<file path="config.mk">
export PLATFORM = sky130hd
export DESIGN_NAME = line_afe_ctrl
export DESIGN_NICKNAME = d
export VERILOG_FILES = /design/src/rtl/line_afe_pkg.sv /design/src/rtl/line_afe_ctrl.sv
export VERILOG_INCLUDE_DIRS = /design/src /design/src/rtl
export SDC_FILE = /design/constraint.sdc
export NUM_CORES = 1
export LEC_CHECK = 0
export ABC_AREA = 1
export BUFFER_PORTS_ARGS = -buffer_cell sky130_fd_sc_hd__buf_2
export CAP_MARGIN = 20
export CORE_ASPECT_RATIO = 1.2
export CORE_MARGIN = 2
export CORE_UTILIZATION = 49
export DETAILED_ROUTE_END_ITERATION = 10
export PLACE_DENSITY = 0.71
export SYNTH_ARGS = -nofsm -noshare
export SYNTH_HDL_FRONTEND = slang
export SYNTH_SLANG_ARGS = --single-unit
</file>
<file path="constraint.sdc">
create_clock -name mclk -period 3.1 [get_ports mclk]
set_input_delay 0.62 -clock mclk [delete_from_list [all_inputs] [get_ports mclk]]
set_output_delay 0.62 -clock mclk [all_outputs]
set_load 0.02 [all_outputs]
</file>
<file path="src/rtl/line_afe_defines.svh">
// Purpose: Register offsets, field positions and reset values for the line front-end control block
// Assumes: Byte-wide registers on a plain strobe port
// Notes: Offsets are local word indices
`ifndef LINE_AFE_DEFINES_SVH
`define LINE_AFE_DEFINES_SVH

`define ADDR_W 4
`define DATA_W 8
`define OFS_CMP1_TRIM 4'h0
`define OFS_CMP_POL_HYS 4'h1
`define OFS_AMP_CTRL 4'h2
`define OFS_AMP_TRIM 4'h3
`define OFS_CMP_DEB 4'h4
`define OFS_CMP_STATUS 4'h5

`define CMP1_TRIM_MODE_BIT 6
`define CMP1_REF_SEL_BIT 5
`define CMP1_TRIM_RST 5'h10
`define CMP_OSEL_BIT 6
`define CMP1_INV_BIT 5
`define CMP0_INV_BIT 4
`define AMP_EN_BIT 6
`define AMP_STATUS_BIT 5
`define AMP_BW_BIT 0
`define AMP_TRIM_MODE_BIT 7
`define AMP_REF_SEL_BIT 6
`define AMP_TRIM_RST 6'h20

`define DEB_SHORT 7'h20
`define DEB_MID 7'h40
`define DEB_LONG 7'h7F

`endif

</file>
<file path="src/rtl/line_afe_pkg.sv">
// Purpose: Shared types for the line front-end control block
// Assumes: Nothing beyond the defines header
// Notes: Debounce selection encoding
package line_afe_pkg;
  typedef enum logic [1:0] {
    deb_none,
    deb_short,
    deb_mid,
    deb_long
  } deb_sel_type;
endpackage

</file>
<file path="src/rtl/line_afe_ctrl.sv">
// Purpose: Control and status registers for comparator 1 trim, polarity, hysteresis and amplifier trim
// Assumes: Single clock mclk at 125 MHz; raw analog outputs arrive asynchronously
// Notes: The trim search itself is run by software through these registers
`include "line_afe_defines.svh"
`timescale 1ns/10ps
`default_nettype none

// Functional notes
// - Cmp1 trim-mode bit selects calibration mode
// - Cmp1 reference select: negative or positive input
// - Cmp1 5-bit trim, resets 10000
// - Unimplemented bits read zero, ignore writes
// - Output select forwards cmp0 or cmp1
// - Cmp1 invert bit flips raw output
// - Cmp0 invert bit flips raw output
// - Two 2-bit hysteresis fields to comparators
// - Amp enable; disabled output is high impedance
// - Amp status follows output in trim mode
// - Bandwidth bit: 600kHz or 2MHz
// - Amp trim-mode bit selects calibration mode
// - Amp reference select: inverting or non-inverting
// - Amp 6-bit trim, resets 100000
// - Debounced output needs N agreeing samples
module line_afe_ctrl #(
  parameter int DEB_W = 7
) (
  input wire logic mclk, // System clock
  input wire logic rst_n, // Asynchronous reset, active low
  input wire logic [`ADDR_W-1:0] addr, // Register index
  input wire logic [`DATA_W-1:0] wdata, // Write data
  input wire logic wr_en, // Write strobe
  input wire logic rd_en, // Read strobe
  output logic [`DATA_W-1:0] rdata, // Read data, cycle after strobe
  input wire logic cmp0_analog, // Comparator 0 analog output, asynchronous
  input wire logic cmp1_analog, // Comparator 1 analog output, asynchronous
  input wire logic amp_analog, // Amplifier output level, asynchronous
  output logic cmp1_trim_mode, // Comparator 1 calibration mode
  output logic cmp1_trim_ref_sel, // Comparator 1 calibration reference
  output logic [4:0] cmp1_trim_value, // Comparator 1 offset trim
  output logic [1:0] cmp1_hysteresis, // Comparator 1 hysteresis window
  output logic [1:0] cmp0_hysteresis, // Comparator 0 hysteresis window
  output logic amp_enable, // Amplifier power on
  output logic amp_out_oe, // Amplifier output pin drive enable
  output logic amp_bandwidth_sel, // 0 600kHz, 1 2MHz
  output logic amp_trim_mode, // Amplifier calibration mode
  output logic amp_trim_ref_sel, // Amplifier calibration reference
  output logic [5:0] amp_trim_value, // Amplifier offset trim
  output logic cmp_selected_out // Selected debounced comparator output
);

  // Refused at elaboration: a narrower counter cannot reach the longest window
  if (DEB_W < 7) begin : g_deb_w_check
    $error("DEB_W too small for longest debounce");
  end

  logic [6:0] cmp1_trim_ff, nxt_cmp1_trim;
  logic [6:0] pol_hys_ff, nxt_pol_hys;
  logic [1:0] amp_ctrl_ff, nxt_amp_ctrl;
  logic [7:0] amp_trim_ff, nxt_amp_trim;
  logic [3:0] deb_cfg_ff, nxt_deb_cfg;
  logic [`DATA_W-1:0] rdata_ff, nxt_rdata;

  logic [2:0] sync1_ff, sync2_ff;
  logic cmp0_raw_out, cmp1_raw_out, amp_status;
  logic [1:0] deb_out_ff, nxt_deb_out;
  logic [DEB_W-1:0] deb_cnt_ff [2];
  logic [DEB_W-1:0] nxt_deb_cnt [2];
  logic [1:0] raw_vec;

  // Disagreeing samples needed beyond the first for a debounce selection
  function automatic logic [DEB_W-1:0] deb_limit(input logic [1:0] sel);
    case (line_afe_pkg::deb_sel_type'(sel))
      line_afe_pkg::deb_short: deb_limit = DEB_W'(`DEB_SHORT);
      line_afe_pkg::deb_mid: deb_limit = DEB_W'(`DEB_MID);
      line_afe_pkg::deb_long: deb_limit = DEB_W'(`DEB_LONG);
      default: deb_limit = '0;
    endcase
  endfunction

  // Analog levels are asynchronous, so two flops before any use
  always_ff @(posedge mclk or negedge rst_n) begin
    if (!rst_n) begin
      sync1_ff <= 3'h0;
      sync2_ff <= 3'h0;
    end else begin
      sync1_ff <= {amp_analog, cmp1_analog, cmp0_analog};
      sync2_ff <= sync1_ff;
    end
  end

  assign cmp0_raw_out = sync2_ff[0] ^ pol_hys_ff[`CMP0_INV_BIT];
  assign cmp1_raw_out = sync2_ff[1] ^ pol_hys_ff[`CMP1_INV_BIT];
  assign amp_status = amp_trim_ff[`AMP_TRIM_MODE_BIT] & sync2_ff[2];
  assign raw_vec = {cmp1_raw_out, cmp0_raw_out};

  // Register writes and read mux
  always_comb begin
    nxt_cmp1_trim = cmp1_trim_ff;
    nxt_pol_hys = pol_hys_ff;
    nxt_amp_ctrl = amp_ctrl_ff;
    nxt_amp_trim = amp_trim_ff;
    nxt_deb_cfg = deb_cfg_ff;
    nxt_rdata = 8'h00;
    if (wr_en) begin
      case (addr)
        `OFS_CMP1_TRIM: nxt_cmp1_trim = wdata[6:0];
        `OFS_CMP_POL_HYS: nxt_pol_hys = wdata[6:0];
        `OFS_AMP_CTRL: nxt_amp_ctrl = {wdata[`AMP_EN_BIT], wdata[`AMP_BW_BIT]};
        `OFS_AMP_TRIM: nxt_amp_trim = wdata;
        `OFS_CMP_DEB: nxt_deb_cfg = wdata[3:0];
        default: ;
      endcase
    end
    if (rd_en) begin
      case (addr)
        `OFS_CMP1_TRIM: nxt_rdata = {1'b0, cmp1_trim_ff};
        `OFS_CMP_POL_HYS: nxt_rdata = {1'b0, pol_hys_ff};
        `OFS_AMP_CTRL: nxt_rdata = {1'b0, amp_ctrl_ff[1], amp_status, 4'h0, amp_ctrl_ff[0]};
        `OFS_AMP_TRIM: nxt_rdata = amp_trim_ff;
        `OFS_CMP_DEB: nxt_rdata = {4'h0, deb_cfg_ff};
        `OFS_CMP_STATUS: nxt_rdata = {4'h0, deb_out_ff, raw_vec};
        default: nxt_rdata = 8'h00;
      endcase
    end
  end

  always_ff @(posedge mclk or negedge rst_n) begin
    if (!rst_n) begin
      cmp1_trim_ff <= {2'h0, `CMP1_TRIM_RST};
      pol_hys_ff <= 7'h00;
      amp_ctrl_ff <= 2'h0;
      amp_trim_ff <= {2'h0, `AMP_TRIM_RST};
      deb_cfg_ff <= 4'h0;
      rdata_ff <= 8'h00;
    end else begin
      cmp1_trim_ff <= nxt_cmp1_trim;
      pol_hys_ff <= nxt_pol_hys;
      amp_ctrl_ff <= nxt_amp_ctrl;
      amp_trim_ff <= nxt_amp_trim;
      deb_cfg_ff <= nxt_deb_cfg;
      rdata_ff <= nxt_rdata;
    end
  end

  // Debounce: counter restarts whenever raw agrees with output
  always_comb begin
    nxt_deb_out = deb_out_ff;
    for (int i = 0; i < 2; i++) begin
      nxt_deb_cnt[i] = '0;
      if (raw_vec[i] != deb_out_ff[i]) begin
        if (deb_cnt_ff[i] >= deb_limit(deb_cfg_ff[2*i+:2])) begin
          nxt_deb_out[i] = raw_vec[i];
        end else begin
          nxt_deb_cnt[i] = deb_cnt_ff[i] + DEB_W'(1);
        end
      end
    end
  end

  always_ff @(posedge mclk or negedge rst_n) begin
    if (!rst_n) begin
      deb_out_ff <= 2'h0;
      deb_cnt_ff[0] <= '0;
      deb_cnt_ff[1] <= '0;
    end else begin
      deb_out_ff <= nxt_deb_out;
      deb_cnt_ff[0] <= nxt_deb_cnt[0];
      deb_cnt_ff[1] <= nxt_deb_cnt[1];
    end
  end

  assign rdata = rdata_ff;
  assign cmp1_trim_mode = cmp1_trim_ff[`CMP1_TRIM_MODE_BIT];
  assign cmp1_trim_ref_sel = cmp1_trim_ff[`CMP1_REF_SEL_BIT];
  assign cmp1_trim_value = cmp1_trim_ff[4:0];
  assign cmp1_hysteresis = pol_hys_ff[3:2];
  assign cmp0_hysteresis = pol_hys_ff[1:0];
  assign amp_enable = amp_ctrl_ff[1];
  assign amp_out_oe = amp_ctrl_ff[1];
  assign amp_bandwidth_sel = amp_ctrl_ff[0];
  assign amp_trim_mode = amp_trim_ff[`AMP_TRIM_MODE_BIT];
  assign amp_trim_ref_sel = amp_trim_ff[`AMP_REF_SEL_BIT];
  assign amp_trim_value = amp_trim_ff[5:0];
  // Debounced output chosen by select bit
  assign cmp_selected_out = pol_hys_ff[`CMP_OSEL_BIT] ? deb_out_ff[1] : deb_out_ff[0];

  property p_cmp1_trim_write;
    @(posedge mclk) disable iff (!rst_n)
    (wr_en && addr == `OFS_CMP1_TRIM) |=> (cmp1_trim_value == $past(wdata[4:0]) &&
      cmp1_trim_mode == $past(wdata[6]));
  endproperty
  a_cmp1_trim_write: assert property (p_cmp1_trim_write) else $error("cmp1 trim write lost");

  property p_amp_status_low;
    @(posedge mclk) disable iff (!rst_n)
    (rd_en && addr == `OFS_AMP_CTRL && !amp_trim_mode) |=> (rdata[`AMP_STATUS_BIT] == 1'b0);
  endproperty
  a_amp_status_low: assert property (p_amp_status_low) else $error("amp status not low");

  property p_amp_ctrl_zero;
    @(posedge mclk) disable iff (!rst_n)
    (rd_en && addr == `OFS_AMP_CTRL) |=> (rdata[7] == 1'b0 && rdata[4:1] == 4'h0);
  endproperty
  a_amp_ctrl_zero: assert property (p_amp_ctrl_zero) else $error("amp ctrl reserved bits set");

  property p_amp_oe;
    @(posedge mclk) disable iff (!rst_n)
    (amp_out_oe == amp_enable);
  endproperty
  a_amp_oe: assert property (p_amp_oe) else $error("amp pin drive mismatch");

  property p_sel_out;
    @(posedge mclk) disable iff (!rst_n)
    (wr_en && addr == `OFS_CMP_POL_HYS) ##1 $stable(deb_out_ff) |->
      cmp_selected_out == ($past(wdata[6]) ? deb_out_ff[1] : deb_out_ff[0]);
  endproperty
  a_sel_out: assert property (p_sel_out) else $error("output select wrong");

  property p_amp_trim_write;
    @(posedge mclk) disable iff (!rst_n)
    (wr_en && addr == `OFS_AMP_TRIM) |=> (amp_trim_value == $past(wdata[5:0]) &&
      amp_trim_ref_sel == $past(wdata[6]));
  endproperty
  a_amp_trim_write: assert property (p_amp_trim_write) else $error("amp trim write lost");

  property p_nodeb_follow;
    @(posedge mclk) disable iff (!rst_n)
    (deb_cfg_ff[1:0] == 2'h0 && !wr_en)[*2] |-> deb_out_ff[0] == $past(raw_vec[0]);
  endproperty
  a_nodeb_follow: assert property (p_nodeb_follow) else $error("debounce bypass slow");

  property p_deb_hold;
    @(posedge mclk) disable iff (!rst_n)
    (deb_cfg_ff[1:0] == 2'h1 && raw_vec[0] != deb_out_ff[0] && deb_cnt_ff[0] == '0) |=> $stable(deb_out_ff[0]);
  endproperty
  a_deb_hold: assert property (p_deb_hold) else $error("debounce changed too early");

  property p_hys_write;
    @(posedge mclk) disable iff (!rst_n)
    (wr_en && addr == `OFS_CMP_POL_HYS) |=> ({cmp1_hysteresis, cmp0_hysteresis} == $past(wdata[3:0]));
  endproperty
  a_hys_write: assert property (p_hys_write) else $error("hysteresis write lost");

  property p_cmp1_ref_write;
    @(posedge mclk) disable iff (!rst_n)
    (wr_en && addr == `OFS_CMP1_TRIM) |=> (cmp1_trim_ref_sel == $past(wdata[`CMP1_REF_SEL_BIT]));
  endproperty
  a_cmp1_ref_write: assert property (p_cmp1_ref_write) else $error("cmp1 reference select lost");

  // Control outputs must only move on a write to their own register
  property p_cmp1_mode_hold;
    @(posedge mclk) disable iff (!rst_n)
    !(wr_en && addr == `OFS_CMP1_TRIM) |=> $stable(cmp1_trim_mode);
  endproperty
  a_cmp1_mode_hold: assert property (p_cmp1_mode_hold) else $error("cmp1 trim mode moved");

  property p_cmp1_trim_hold;
    @(posedge mclk) disable iff (!rst_n)
    !(wr_en && addr == `OFS_CMP1_TRIM) |=> $stable(cmp1_trim_value);
  endproperty
  a_cmp1_trim_hold: assert property (p_cmp1_trim_hold) else $error("cmp1 trim moved");

  property p_cmp1_rd_top;
    @(posedge mclk) disable iff (!rst_n)
    (rd_en && addr == `OFS_CMP1_TRIM) |=> (rdata[7] == 1'b0);
  endproperty
  a_cmp1_rd_top: assert property (p_cmp1_rd_top) else $error("cmp1 trim top bit set");

  property p_pol_rd_top;
    @(posedge mclk) disable iff (!rst_n)
    (rd_en && addr == `OFS_CMP_POL_HYS) |=> (rdata[7] == 1'b0);
  endproperty
  a_pol_rd_top: assert property (p_pol_rd_top) else $error("polarity top bit set");

  property p_hys_hold;
    @(posedge mclk) disable iff (!rst_n)
    !(wr_en && addr == `OFS_CMP_POL_HYS) |=> $stable({cmp1_hysteresis, cmp0_hysteresis});
  endproperty
  a_hys_hold: assert property (p_hys_hold) else $error("hysteresis moved");

  property p_cmp1_inv_status;
    @(posedge mclk) disable iff (!rst_n)
    (rd_en && addr == `OFS_CMP_STATUS) |=> (rdata[1] == ($past(sync2_ff[1]) ^ $past(pol_hys_ff[`CMP1_INV_BIT])));
  endproperty
  a_cmp1_inv_status: assert property (p_cmp1_inv_status) else $error("cmp1 polarity wrong");

  property p_cmp0_inv_status;
    @(posedge mclk) disable iff (!rst_n)
    (rd_en && addr == `OFS_CMP_STATUS) |=> (rdata[0] == ($past(sync2_ff[0]) ^ $past(pol_hys_ff[`CMP0_INV_BIT])));
  endproperty
  a_cmp0_inv_status: assert property (p_cmp0_inv_status) else $error("cmp0 polarity wrong");

  property p_amp_en_write;
    @(posedge mclk) disable iff (!rst_n)
    (wr_en && addr == `OFS_AMP_CTRL) |=> (amp_enable == $past(wdata[`AMP_EN_BIT]));
  endproperty
  a_amp_en_write: assert property (p_amp_en_write) else $error("amp enable write lost");

  property p_amp_bw_write;
    @(posedge mclk) disable iff (!rst_n)
    (wr_en && addr == `OFS_AMP_CTRL) |=> (amp_bandwidth_sel == $past(wdata[`AMP_BW_BIT]));
  endproperty
  a_amp_bw_write: assert property (p_amp_bw_write) else $error("amp bandwidth write lost");

  property p_amp_ctrl_hold;
    @(posedge mclk) disable iff (!rst_n)
    !(wr_en && addr == `OFS_AMP_CTRL) |=> ($stable(amp_enable) && $stable(amp_bandwidth_sel));
  endproperty
  a_amp_ctrl_hold: assert property (p_amp_ctrl_hold) else $error("amp control moved");

  // Status must show the synchronised level, not a stale or inverted one
  property p_amp_status_follow;
    @(posedge mclk) disable iff (!rst_n)
    (rd_en && addr == `OFS_AMP_CTRL && amp_trim_mode) |=> (rdata[`AMP_STATUS_BIT] == $past(sync2_ff[2]));
  endproperty
  a_amp_status_follow: assert property (p_amp_status_follow) else $error("amp status not following");

  property p_amp_mode_write;
    @(posedge mclk) disable iff (!rst_n)
    (wr_en && addr == `OFS_AMP_TRIM) |=> (amp_trim_mode == $past(wdata[`AMP_TRIM_MODE_BIT]));
  endproperty
  a_amp_mode_write: assert property (p_amp_mode_write) else $error("amp trim mode write lost");

  property p_amp_ref_hold;
    @(posedge mclk) disable iff (!rst_n)
    !(wr_en && addr == `OFS_AMP_TRIM) |=> $stable(amp_trim_ref_sel);
  endproperty
  a_amp_ref_hold: assert property (p_amp_ref_hold) else $error("amp reference moved");

  property p_amp_trim_hold;
    @(posedge mclk) disable iff (!rst_n)
    !(wr_en && addr == `OFS_AMP_TRIM) |=> $stable(amp_trim_value);
  endproperty
  a_amp_trim_hold: assert property (p_amp_trim_hold) else $error("amp trim moved");

  // A debounced edge may only ever move toward the raw level
  property p_deb_toward_raw;
    @(posedge mclk) disable iff (!rst_n)
    $changed(deb_out_ff[0]) |-> (deb_out_ff[0] == $past(raw_vec[0]));
  endproperty
  a_deb_toward_raw: assert property (p_deb_toward_raw) else $error("debounce moved away from raw");

  property p_deb_restart;
    @(posedge mclk) disable iff (!rst_n)
    (raw_vec[0] == deb_out_ff[0]) |=> (deb_cnt_ff[0] == '0);
  endproperty
  a_deb_restart: assert property (p_deb_restart) else $error("debounce count not restarted");

endmodule // line_afe_ctrl

`default_nettype wire

</file>
======== After elaboration in Yosys (flattened, before gate mapping) ========
Index checks and enable logic that the tools add are counted.
storage, ports and cells
  bits in registers ....................... 58
  bits of input ports ..................... 19
  output and inout port bits .............. 31
  logic and storage cells ................. 51
cells by class
  add/subtract/negate cells ............... 2
  magnitude comparators ................... 2
  eq/ne operators ......................... 13
  muxes and demuxes ....................... 11
  bitwise operators ....................... 3
  reductions and logical operators ........ 8
operator list
  operator                                             number
  case mux 8 bit (6 select lines)                      1
  2-to-1 mux 7 bit                                     6
  case mux 7 bit (3 select lines)                      2
  adder 7 x 1 -> 7 bit, second input constant          2
  >= comparator 7 bit                                  2
  AND reduction 2 bit                                  7
  equality test 2 bit, second input constant           4
  equality test 4 x 2 -> 1 bit, second input constant  2
  equality test 4 x 3 -> 1 bit, second input constant  2
  2-to-1 mux 8 bit                                     1
  equality test 2 x 1 -> 1 bit, second input constant  2
  equality test 4 x 1 -> 1 bit, second input constant  1
  zero test 4 bit                                      1
  != test 1 bit                                        2
  bitwise XOR 1 bit                                    2
  AND 1 bit                                            1
  2-to-1 mux 1 bit                                     1

======== Depth between registers and ports, before layout ========
  depth in word-level cells ............... 6
  gate-level depth with buffers ........... 10
  mapped depth without buffers ............ 10

======== Worst setup path before layout ========
Ideal clock, no wire load.
  path kind ............................... reg2out
  from .................................... reg deb_out_ff[0]
  to ...................................... out cmp_selected_out
  data arrival time ....................... 0.888 ns
  data required time ...................... 2.480 ns
  path slack .............................. 1.592 ns
  cell stages (with the launch flop) ...... 3
  path buffers ............................ 0
  cells stage by stage .................... dfrtp_1 > inv_1 > o21ai_0
on the way
  word-level cells in the longest chain between the ends .. 1
ends and longest elaborated chain
  element                 line                  source
  start, declared         line_afe_ctrl.sv:65   logic [1:0] deb_out_ff, nxt_deb_out;
  start signal, assigned  line_afe_ctrl.sv:166  deb_out_ff <= nxt_deb_out;
  2-to-1 mux 1 bit        line_afe_ctrl.sv:185  assign cmp_selected_out = pol_hys_ff[`CMP_OSEL_BIT] ? deb_out_ff[1] : deb_out_ff[0];
  end, declared           line_afe_ctrl.sv:48   output logic cmp_selected_out
No other way between the ends.

======== Final worst setup path ========
Same ends and word-level chain as after synthesis.

==> results.tsv <==
metric	value	unit
finalSetupViolations	0	
crit_arrival	1.18	ns
drv_cap	0	
clockBufferDepth	2	
hold_start	sync1_ff[1]$_DFF_PN0_	
fill_cells	510	
cts.sinks	58	
grt.overflow.total	0	
yosys_warnings	0	
async_flop_share	1.00	
via_per_inst	4.91	
rsz0062_at_grt	false	
cp.required	2.48	ns
drt_iter0_drc	143	
start_kind	flop	
syn-mean-instance-area	8.52	sq um
slowest_stage	dfrtp_1	
pre_cts_ws	1.18	ns
track_usage	0.207	
postCtsSetupBuffers	0	
antenna_found_initial	0	
numPortBuffers	49	
drc	0	
clockRootBuffer	clkbuf_8	
setup_ws	1.30	ns
timing.rr.start	deb_cfg_ff[0]$_DFFE_PN0P_	
grt_pass1_wl	10.2	mm
place_area	0.00314	sq mm
hold_buffers	0	
ant_nets	0	
synth_seq_cells	58	
final_max_slew_viol_count	0	
gp_congestion	0.851	
finish.utilization	0.599	
end_kind	output port	
min_path_type	reg2reg	
drt-pass1-iter-count	4	
n_antenna_cell	0	
wl_per_cell	12.8	um
cts_resized	0	
path_buf_inv	2	
worstMarginPinSlew	0.832	ns
synth_edf_count	0	
yosysMostFrequentCell	nand2_1	
nets	423	
cts-htree-levels	3	
cts.clk_slew.worst_paths	0.07	ns
ys_types	22	
synth_cells	336	
cp_slowest_stage_delay	0.41	ns
die_area	0.00648	sq mm
ys_seq_area_frac	0.508	
hold_violations	0	
grt_max_degree	39	
cts-buffers-inserted	9	
fin_area	0.00340	sq mm
ys_top_cells_by_area	dfrtp_1 49%, nand2_1 12%, ha_1 7.0%	
layout_min_cycle_time	1.80	ns
fmax	556	MHz
die_w	73.8	um
area_growth	18.6	%
powerDensity	723	mW/mm^2
cp_top_family	flip-flops	
clock_latency	0.33	ns
fin_crit_sh	0.581	
fin_worst_skew	0.00775	ns
ff2ff_setup_slack	1.35	ns
synth.largest_area_cell	dfrtp_1	
coreArea	0.00567	sq mm
p_leak	1.86	nW
drive_above_1_share	0.186	
grt_pass1_vias	2296	
synth_top_cell_area_share	0.489	
slew_headroom	0.445	
ios	50	
die_h	87.8	um
status	finished clean	
via_count	2323	
crit_chain	inv_1, o21ai_0, buf_2	
hpwlAfterDp	4.43	mm
synthTopCellsByCount	93 x nand2_1, 56 x dfrtp_1, 39 x nor2_1, 34 x inv_1, 30 x o21ai_0	
startpoint	deb_out_ff[0]$_DFFE_PN0P_	
fin_setup_tns	0	ns
cts_tree	built	
drt-total-wl	6.06	mm
rows	30	
worstSetupPathType	reg2out	
ir_drop	0.366	mV
crit_fanout	4	
synthesis.nets	371	
initial_utilization	0.505	
power	2.46	mW
synth_flop_cell	dfrtp_1	
syn_area	0.00286	sq mm
## report_power, final
part	switching [mW]	internal (mW)
sequential	0.123	0.886
combinational	0.361	0.203
clock	0.305	0.579
total	0.788	1.67
## worst paths after layout
check,endpoint,cells past startpoint
worst min register to register,sync2_ff[1]$_DFF_PN0_,0
worst min-delay path,sync2_ff[1]$_DFF_PN0_,0
worst max-delay path,cmp_selected_out,3
min in group asynchronous,cmp1_trim_ff[1]$_DFFE_PN0P_,1
max in group asynchronous,deb_cnt_ff[8]$_DFF_PN0_,2
worst max register to register,deb_cnt_ff[11]$_DFF_PN0_,7
## cells in the final DEF (no fill, tap or decap), types with 3 or more instances in the layout
cell	count
a21oi_1	5
nor2_1	39
nor3_1	3
nand2_1	93
xor2_1	8
ha_1	16
nand4_1	3
buf_2	49
inv_1	34
nand3_1	25
o21ai_0	30
bufinv_16	3
xnor2_1	4
clkbuf_8	11
dfrtp_1	56
## per-stage QoR
stage / hold WS (ns) / std cells
2_1_floorplan: 0.324 / 336
3_3_place_gp: 0.332 / 457
3_5_place_dp: 0.335 / 457
4_1_cts: 0.350 / 473
5_1_grt: 0.368 / 473
6_report: 0.348 / 473
## logic make-up after synthesis
family,Yosys count,share of synthesized area
xor+xnor,12,0.0367
flops,58,0.508
compound gates,37,0.0664
buf+inv,44,0.0725
fa+ha+maj,16,0.0699
simple gates,169,0.247
## final cells by class
cell class / count / area [sq um] / share of cell area
Tap cell: 80 / 100 / 0.0295
Inverter: 34 / 128 / 0.0376
Clock inverter: 4 / 97.6 / 0.0287
Sequential cell: 58 / 1450 / 0.428
Clock buffer: 12 / 155 / 0.0457
Timing Repair Buffer: 51 / 260 / 0.0766
Multi-Input combinational cell: 234 / 1200 / 0.354
## routing by layer
layer | up-vias | GRT usage | wire, um
met4 | 0 | 0.0893 | 74
met1 | 1070 | 0.235 | 2610
met3 | 7 | 0.0506 | 316
met5 | - | 0 | 0
met2 | 74 | 0.365 | 3060
li1 | 1172 | - | -
## flip-flops by register name (all words and copies together), names as in the netlist
signal        cells
deb_cnt_ff       14
amp_trim_ff       8
rdata             8
cmp1_trim_ff      7
pol_hys_ff        7
deb_cfg_ff        4
sync1_ff          3
sync2_ff          3
amp_ctrl_ff       2
deb_out_ff        2
## worst reg2reg max path, cell delays in order (launching register included)
cell	delay, ns
dfrtp_1	0.38
nand2_1	0.16
ha_1	0.33
a21oi_1	0.15
nor2_1	0.05
nor2_1	0.15
nand3_1	0.27
nor2_1	0.18
Power figures use the tool's default switching activity.
